===== src/verilog/ddn_map.svh =====
`ifndef DDN_MAP_SVH
`define DDN_MAP_SVH
// ==========================================================================
// Reset values, function codes and timing figures.
// ==========================================================================
`define DDN_TORQUE_THR_RST   9'h096
`define DDN_TORQUE_THR_MAX   9'h190
`define DDN_LOW_SPEED_RST    12'h02D
`define DDN_LOW_SPEED_MAX    12'hE10
`define DDN_LINE_COUNT_RST   13'h0400
`define DDN_LINE_COUNT_MAX   13'h1000
`define DDN_QUAD_SHIFT       2
`define DDN_DIR_RST          1'h1
`define DDN_EXCITE_RST       7'h64
`define DDN_EXCITE_MAX       7'h64
`define DDN_NOTCH_MAX        5'h1F
`define DDN_DEPTH_MAX        2'h3
`define DDN_FLUX_CMD_SEL     4'h1
`define DDN_TERM_LOW_SPEED   8'h22
`define DDN_TERM_TORQUE      8'h23
`define DDN_FILT_TIME_RST    9'h005
`define DDN_FILT_TIME_MAX    9'h1F4
`define DDN_FILT_SHIFT       3
`endif


===== src/verilog/ddn_pkg.sv =====
package ddn_pkg;
   // =======================================================================
   // Control method and control kind.
   // =======================================================================
   typedef enum logic [0:0] {DDN_VECTOR, DDN_VOLTS_HZ} ddn_method_type;
   typedef enum logic [1:0] {DDN_SPEED, DDN_TORQUE, DDN_POSITION} ddn_kind_type;

   // Operator settings, carried together into the block.
   typedef struct packed {
      logic [12:0] encoder_line_count;           // Lines per revolution.
      logic        encoder_direction_sel;        // Rotation sense choice.
      logic [6:0]  excitation_ratio_setting;     // Percent.
      logic [4:0]  notch_freq_code;              // 0 disables the notch.
      logic [1:0]  notch_depth_code;             // 0 deepest, 3 shallowest.
      logic [8:0]  torque_threshold_setting;     // Percent.
      logic [11:0] low_speed_threshold_setting;  // r/min.
      logic [8:0]  monitor_filter_time;          // Units of 10 ms.
      logic [3:0]  terminal_one_function_sel;    // Terminal 1 use.
   } ddn_settings_type;
endpackage : ddn_pkg

===== src/verilog/ddn_core.sv =====
`timescale 1ns/100ps
`include "ddn_map.svh"
// Overview of operation
// (RULE1) Torque flag on when torque reaches threshold.
// (RULE2) Torque flag off once torque below threshold.
// (RULE3) Terminal code 35 outputs torque flag.
// (RULE4) Vector running: low speed flag from motor speed.
// (RULE5) V/F running: compare output speed instead.
// (RULE6) Zero threshold: flag only in position control.
// (RULE7) Terminal code 34 outputs low speed flag.
// (RULE8) Notch code 0 off, n gives 1125/n Hz.
// (RULE9) Depth codes 0..3 map -40,-14,-8,-4 dB.
// (RULE10) Notch acts only in speed/position control.
// (RULE11) Line count times four gives counts.
// (RULE12) Direction bit chooses encoder rotation sense.
// (RULE13) Excitation ignored when terminal 1 is flux.
// (RULE14) Monitor output smoothed by settable filter.
// (RULE15) Comparators re-evaluated every update tick.
module ddn_core #(
   parameter int NTERM = 4,   // Number of output terminals.
   parameter int MW    = 12   // Analog monitor width.
) (
   input  wire logic                      clk,
   input  wire logic                      reset,
   input  wire ddn_pkg::ddn_settings_type settings,
   input  wire logic [NTERM*8-1:0]        output_terminal_function_sel,
   input  wire logic                      update_tick,
   input  wire logic                      drive_running,
   input  wire ddn_pkg::ddn_method_type   ctrl_method,
   input  wire ddn_pkg::ddn_kind_type     ctrl_kind,
   input  wire logic [8:0]                output_torque,
   input  wire logic [11:0]               motor_speed,
   input  wire logic [11:0]               output_speed,
   input  wire logic                      encoder_sense_raw,
   input  wire logic [6:0]                flux_command,
   input  wire logic [MW-1:0]             monitor_in,
   output logic                           torque_threshold_flag,
   output logic                           low_speed_flag,
   output logic [NTERM-1:0]               terminal_out,
   output logic                           notch_enable,
   output logic [4:0]                     notch_divisor,
   output logic [1:0]                     notch_depth_sel,
   output logic [14:0]                    encoder_counts_per_rev,
   output logic                           encoder_forward,
   output logic [6:0]                     excitation_ratio,
   output logic [MW-1:0]                  analog_monitor_out_one
);
   // =======================================================================
   // Detection comparators.
   // =======================================================================
   // Torque at or above threshold; the inverse clears the flag at the next update tick.
   wire torque_hit = output_torque >= settings.torque_threshold_setting; // [RULE1] [RULE2]
   // Vector control uses measured speed, V/F uses the output speed.
   wire [11:0] speed_seen = (ctrl_method == ddn_pkg::DDN_VECTOR) ?
                            motor_speed : output_speed; // [RULE4] [RULE5]
   wire thr_zero  = settings.low_speed_threshold_setting == 12'h000;
   wire slow_hit  = speed_seen <= settings.low_speed_threshold_setting;
   // A zero threshold confines the flag to position control.
   wire mode_ok   = !thr_zero || (ctrl_kind == ddn_pkg::DDN_POSITION); // [RULE6]
   wire slow_nxt  = drive_running && mode_ok && slow_hit; // [RULE4] [RULE5]

   logic torque_r;   // Torque flag.
   logic slow_r;     // Low speed flag.

   // Flags follow the comparators only on control update ticks, so a
   // crossing shows up at most one update period later.
   always_ff @(posedge clk) begin
      if (reset) begin
         torque_r <= 1'b0;
         slow_r   <= 1'b0;
      end else if (update_tick) begin // [RULE15]
         torque_r <= torque_hit;
         slow_r   <= slow_nxt;
      end
   end
   assign torque_threshold_flag = torque_r;
   assign low_speed_flag        = slow_r;

   // =======================================================================
   // Output terminal routing.
   // =======================================================================
   logic [NTERM-1:0] term_r;   // Registered terminal levels.
   logic [NTERM-1:0] term_nxt; // Selected flag per terminal.
   genvar g;
   generate
      for (g = 0; g < NTERM; g++) begin : g_term
         wire [7:0] code = output_terminal_function_sel[g*8 +: 8];
         // Unlisted codes belong to other functions and read low here.
         assign term_nxt[g] = (code == `DDN_TERM_TORQUE)    ? torque_r : // [RULE3]
                              (code == `DDN_TERM_LOW_SPEED) ? slow_r   : // [RULE7]
                              1'b0;
      end
   endgenerate

   // Terminals are one cycle behind the flags.
   always_ff @(posedge clk) begin
      if (reset) term_r <= '0;
      else       term_r <= term_nxt;
   end
   assign terminal_out = term_r;

   // =======================================================================
   // Notch, encoder and excitation settings handed to the control loops.
   // =======================================================================
   // The encoder sense line is a pin: it passes three stages, and a change
   // is taken only once the last two agree, so one metastable sample
   // cannot flip the reported rotation sense.
   logic sense_s1_r;   // First stage, read only by the second.
   logic sense_s2_r;   // Second stage.
   logic sense_s3_r;   // Third stage.
   logic sense_r;      // Accepted sense level.

   // Synchroniser and agreement filter for the encoder sense line.
   always_ff @(posedge clk) begin
      if (reset) begin
         sense_s1_r <= 1'b0;
         sense_s2_r <= 1'b0;
         sense_s3_r <= 1'b0;
         sense_r    <= 1'b0;
      end else begin
         sense_s1_r <= encoder_sense_raw;
         sense_s2_r <= sense_s1_r;
         sense_s3_r <= sense_s2_r;
         if (sense_s2_r == sense_s3_r) sense_r <= sense_s3_r;
      end
   end

   // Code n asks the loop for a centre of 1125 Hz divided by n.
   wire notch_kind = (ctrl_kind == ddn_pkg::DDN_SPEED) ||
                     (ctrl_kind == ddn_pkg::DDN_POSITION); // [RULE10]
   wire notch_nxt  = (settings.notch_freq_code != 5'h00) && notch_kind; // [RULE8]
   // Out-of-range setting is clipped rather than wrapped to a small count.
   wire [12:0] lines = (settings.encoder_line_count > `DDN_LINE_COUNT_MAX) ?
                       `DDN_LINE_COUNT_MAX : settings.encoder_line_count;
   wire [14:0] counts_nxt = {lines, 2'b00}; // [RULE11]
   wire        fwd_nxt = settings.encoder_direction_sel ?
                         sense_r : !sense_r; // [RULE12]
   wire        flux_sel = settings.terminal_one_function_sel == `DDN_FLUX_CMD_SEL;
   wire [6:0]  ex_set = (settings.excitation_ratio_setting > `DDN_EXCITE_MAX) ?
                        `DDN_EXCITE_MAX : settings.excitation_ratio_setting;
   wire [6:0]  ex_nxt = flux_sel ? flux_command : ex_set; // [RULE13]

   logic       notch_en_r;
   logic [4:0] notch_div_r;
   logic [1:0] depth_r;
   logic [14:0] counts_r;
   logic       fwd_r;
   logic [6:0] ex_r;

   // Registered so that every output comes from a flip-flop.
   always_ff @(posedge clk) begin
      if (reset) begin
         notch_en_r  <= 1'b0;
         notch_div_r <= 5'h00;
         depth_r     <= 2'h0;
         counts_r    <= {`DDN_LINE_COUNT_RST, 2'b00};
         fwd_r       <= `DDN_DIR_RST;
         ex_r        <= `DDN_EXCITE_RST;
      end else begin
         notch_en_r  <= notch_nxt;
         notch_div_r <= settings.notch_freq_code;
         depth_r     <= settings.notch_depth_code; // [RULE9]
         counts_r    <= counts_nxt;
         fwd_r       <= fwd_nxt;
         ex_r        <= ex_nxt;
      end
   end
   assign notch_enable           = notch_en_r;
   assign notch_divisor          = notch_div_r;
   assign notch_depth_sel        = depth_r;
   assign encoder_counts_per_rev = counts_r;
   assign encoder_forward        = fwd_r;
   assign excitation_ratio       = ex_r;

   // =======================================================================
   // First analog monitor smoothing.
   // =======================================================================
   // A first-order step y += (x-y)/8 is taken once every setting plus one ticks.
   // Trade-off: the shift keeps it multiplier free, at coarse steps.
   logic [MW-1:0] mon_r;
   logic [8:0]    step_cnt_r;
   wire           step_now = step_cnt_r >= settings.monitor_filter_time;
   wire signed [MW:0] diff = $signed({1'b0, monitor_in}) - $signed({1'b0, mon_r});
   wire signed [MW:0] delta = diff >>> `DDN_FILT_SHIFT;
   wire [MW-1:0]  mon_step = MW'(mon_r + delta[MW-1:0]);
   // Zero time passes the input through unfiltered.
   wire [MW-1:0]  mon_nxt = (settings.monitor_filter_time == 9'h000) ? monitor_in :
                           (diff != '0 && delta == '0) ? monitor_in : mon_step; // [RULE14]

   always_ff @(posedge clk) begin
      if (reset) begin
         mon_r      <= '0;
         step_cnt_r <= 9'h000;
      end else if (update_tick) begin
         step_cnt_r <= step_now ? 9'h000 : step_cnt_r + 9'h001;
         if (step_now) mon_r <= mon_nxt;
      end
   end
   assign analog_monitor_out_one = mon_r;

   // =======================================================================
   // Checks.
   // =======================================================================
   torque_on_a: assert property (@(posedge clk) disable iff (reset) // [RULE1]
      update_tick && output_torque >= settings.torque_threshold_setting
      |=> torque_threshold_flag) else $error("torque flag missed threshold");
   torque_off_a: assert property (@(posedge clk) disable iff (reset) // [RULE2]
      update_tick && output_torque < settings.torque_threshold_setting
      |=> !torque_threshold_flag) else $error("torque flag stuck on");
   term_torque_a: assert property (@(posedge clk) disable iff (reset) // [RULE3]
      output_terminal_function_sel[7:0] == `DDN_TERM_TORQUE
      |=> terminal_out[0] == $past(torque_threshold_flag))
      else $error("terminal not showing torque flag");
   slow_vec_a: assert property (@(posedge clk) disable iff (reset) // [RULE4]
      update_tick && drive_running && ctrl_method == ddn_pkg::DDN_VECTOR && !thr_zero
      |=> low_speed_flag == $past(motor_speed <= settings.low_speed_threshold_setting))
      else $error("vector low speed wrong");
   slow_vf_a: assert property (@(posedge clk) disable iff (reset) // [RULE5]
      update_tick && drive_running && ctrl_method == ddn_pkg::DDN_VOLTS_HZ && !thr_zero
      |=> low_speed_flag == $past(output_speed <= settings.low_speed_threshold_setting))
      else $error("v/f low speed wrong");
   slow_zero_a: assert property (@(posedge clk) disable iff (reset) // [RULE6]
      update_tick && thr_zero && ctrl_kind != ddn_pkg::DDN_POSITION
      |=> !low_speed_flag) else $error("low speed flag outside position");
   term_slow_a: assert property (@(posedge clk) disable iff (reset) // [RULE7]
      output_terminal_function_sel[7:0] == `DDN_TERM_LOW_SPEED
      |=> terminal_out[0] == $past(low_speed_flag))
      else $error("terminal not showing low speed flag");
   notch_off_a: assert property (@(posedge clk) disable iff (reset) // [RULE8]
      settings.notch_freq_code == 5'h00 |=> !notch_enable)
      else $error("notch on with code zero");
   notch_kind_a: assert property (@(posedge clk) disable iff (reset) // [RULE10]
      ctrl_kind == ddn_pkg::DDN_TORQUE |=> !notch_enable)
      else $error("notch on under torque control");
   excite_a: assert property (@(posedge clk) disable iff (reset) // [RULE13]
      flux_sel |=> excitation_ratio == $past(flux_command))
      else $error("excitation setting not ignored");
   hold_a: assert property (@(posedge clk) disable iff (reset) // [RULE15]
      !update_tick |=> $stable(torque_threshold_flag) && $stable(low_speed_flag))
      else $error("flag moved between ticks");

   torque_rise_c: cover property (@(posedge clk) $rose(torque_threshold_flag));
   slow_rise_c:   cover property (@(posedge clk) $rose(low_speed_flag));
   notch_c:       cover property (@(posedge clk) notch_enable && notch_depth_sel == 2'h3);
   term_c:        cover property (@(posedge clk) terminal_out[0] && update_tick);
endmodule : ddn_core


===== config.mk =====
export PLATFORM = sky130hd
export DESIGN_NAME = ddn_core
export DESIGN_NICKNAME = d
export VERILOG_FILES = /design/src/verilog/ddn_pkg.sv /design/src/verilog/ddn_core.sv
export VERILOG_INCLUDE_DIRS = /design/src /design/src/verilog
export SDC_FILE = /design/constraint.sdc
export NUM_CORES = 1
export LEC_CHECK = 0
export BUFFER_PORTS_ARGS = -buffer_cell sky130_fd_sc_hd__buf_2
export CORE_AREA = 8 8 118 120
export DETAILED_ROUTE_END_ITERATION = 8
export DIE_AREA = 0 0 126 128
export HOLD_SLACK_MARGIN = 0.08
export PLACE_DENSITY_LB_ADDON = 0.08
export SETUP_SLACK_MARGIN = 0.15
export SYNTH_ARGS = -nofsm -noshare
export SYNTH_HDL_FRONTEND = slang
export SYNTH_SLANG_ARGS = --single-unit

===== constraint.sdc =====
create_clock -name clk -period 3.8 [get_ports clk]
set_input_delay 0.76 -clock clk [delete_from_list [all_inputs] [get_ports clk]]
set_output_delay 0.76 -clock clk [all_outputs]
set_load 0.01 [all_outputs]

==> flow_summary.ini <==
[clock_network]
cts_buffers = 9
htreeDepth = 3
hold_buffers = 0
ctsRootBufferMaster = clkbuf_16
cts_buffer_depth = 2
path_clk_slew_ps = 50
clock-sinks = 60
cts_tree = yes
clock_latency_ps = 320

[pwr]
powerDensity_nw_per_um2 = 291
pwr-share-seq_pct = 35.5
leakagePower_nw = 3.27
fin_total_pwr_mw = 1.87
p_int_mw = 1.37
p_comb_share_pct = 23.1
p_clk_share_pct = 41.5
switching_share_pct = 26.7
vdd_ir_drop_max_uv = 157
power.switching_uw = 498

[yosys]
synth_area_leaders = dfxtp_1 (27%), ha_1 (16%), inv_1 (4.5%), mux2_2 (4.0%), nand2_1 (3.9%)
synth-main-ff-cell = dfxtp_1
synth_seq_cells = 60
synth_seq_area_share_pct = 26.7
synthCells = 543
yosys.area.top_type = dfxtp_1
yosysWarnings = 0
netlist.area_leader.share_pct = 26.7
synth_edf_count = 0
syn_area_per_cell_sq_um = 8.29
async_flop_share_pct = 0
netlist_area_sq_um = 4500
synth_common_cells = dfxtp_1 (60), ha_1 (56), inv_1 (54), nand2_1 (47), nor2_1 (39)
yosysMostFrequentCell = dfxtp_1
synth_cell_types = 62

[place]
pre_cts_ws_ps = -192
gp_congestion = 0.889
dpl.hpwl_um = 12900
place_inst = 917
numPortBuffers = 200

[final_layout]
nets = 992
drive_gt1_share_pct = 38.9
area_growth_pct = 42.3
fin_cells = 935

[job]
drv_cap = 0

[floorplan]
rows = 41
die_y_um = 128
die_x_um = 126
start_util_pct = 36.9
core-area_sq_um = 12200
io_pins = 203
die-area_sq_um = 16100

[global_routing]
grt_overflow = 0
grt_pass1_wl_um = 23700
grt_use_met3_pct = 7.32
first_global_vias = 5084
antenna_found_initial = 1
grt_util_met2_pct = 33.0
grt_util_met1_pct = 18.6
grt_max_degree = 25
grt_busiest_layer = met2
grt.total_usage_pct = 18.3

[sta]
rsz0062_at_grt = true
max_freq_mhz = 274
fin_skew_ps = 6.85
worst_slew_pin_slew_ps = 1050
finalCritPeriodShare_pct = 96.1
final-setup-viol-count = 0
period_needed_ps = 3650
layout_setup_ws_ps = 147
whs_ps = 443
relSlewSlack_pct = 29.0
drv_slew = 0
hold_viol_final = 0

[setup_path]
required_ps = 4010
critPathCaptureType = flip-flop
critPathKind = input pin to flip-flop
crit_path_start_kind = input pin
critPathArrivalTime_ps = 3860
crit_fanout = 3

[detailed_routing]
drc = 0
wl_um = 15100
initialDrtViolationCount = 145
detail-route-antenna-nets = 0
wl_per_cell_um = 16.1
drt_pre_antenna_iters = 4
via_per_inst = 5.05
vias = 4724

[status]
status = finished clean

[worst_hold_path]
hp-class = flip-flop to flip-flop
[per-layer routing]
metal	vias up	part of all wire, %
li1	2409	-
met1	2119	40
met2	176	50
met3	20	8.2
met4	0	2.4
met5	-	0
[power groups by stage]
stage                     clock [mW]  sequential (mW)  combinational, mW
final                          0.774            0.662              0.430
after global routing           0.828            0.664              0.478
after CTS                      0.799            0.662              0.416
after detailed placement           0            0.675              0.413
after global placement             0            0.675              0.406
after floorplan                    0            0.682              0.220
[final cells by class]
type / instances / area [sq um]
Fill cell: 1186 / 5800
Multi-Input combinational cell: 415 / 3210
Timing Repair Buffer: 240 / 1310
Sequential cell: 60 / 1200
Clock buffer: 10 / 229
Inverter: 54 / 205
Tap cell: 150 / 188
Clock inverter: 5 / 53.8
Antenna cell: 1 / 2.50
[worst max-delay path: stages]
cell       delay (ps)
buf_8              80
inv_4              30
ha_4              150
fa_2              390
nand2b_4          170
a21oi_4           170
xor2_4            210
ha_4              230
a21oi_2           170
o2111ai_2         150
a21o_1            190
a41o_1            260
o41ai_2           370
xor2_1            200
a211oi_1           80
a221o_1           250
[flip-flops by register name, indices dropped and copies added (netlist names), 2 cells and up]
| register | flops |
|---|---|
| analog_monitor_out_one | 12 |
| encoder_counts_per_rev | 13 |
| excitation_ratio | 7 |
| notch_depth_sel | 2 |
| notch_divisor | 5 |
| step_cnt_r | 9 |
| terminal_out | 4 |
[worst paths after layout]
kind                              from                          to  slack (ps)  cells past startpoint
max                      monitor_in[0]  analog_monitor_out_one[11]         150                     16
min                         sense_s1_r                  sense_s2_r         440                      1
max reg2reg  analog_monitor_out_one[2]  analog_monitor_out_one[11]         220                     16
min reg2reg                 sense_s1_r                  sense_s2_r         440                      1
[per-stage QoR]
step	area [sq um]	TNS (ps)	utilization [%]
finish	6410	0	52.5
global route	6410	-9.29	52.5
CTS	6270	0	51.3
detailed placement	5990	-271	49.0
global placement	5990	-94.1	49.0
floorplan	4580	0	-
[cells by family (layout without fill, tap and decap cells)]
logic type                 after synthesis  count (layout)  synth area share, %
and+or+nand+nor                        190             190                 22.0
AOI/OAI and AO/OA                      116             116                 18.1
buffers and inverters                   69             309                 6.11
DFF                                     60              60                 26.7
adders and majority gates               58              58                 16.4
xor gates and xnor gates                25              25                 4.86
muxes                                   24              24                 5.78
other                                    1               3               0.0833
[cells in the final DEF (no fill, tap or decap), drive strengths merged, types with 5 or more instances in the layout]
cell type / n
xor2: 14
nor4: 7
a32oi: 5
o2111ai: 5
clkbuf: 10
xnor2: 11
a21oi: 30
o21a: 7
nor2b: 15
nand2: 47
nand4: 9
nor3: 8
buf: 240
a211oi: 6
dfxtp: 60
and3: 7
o21ai: 16
nand2b: 6
ha: 56
mux2i: 8
nor2: 39
a21o: 18
mux2: 16
nand3: 19
or4: 5
and2: 10
inv: 54
[repair_timing]
item	in CTS	in global routing
gates resized for setup	0	23
buffers inserted	0	2
endpoints found under the hold margin	0	0
setup endpoints to repair	0	2
(Power assumes the default switching activity.)
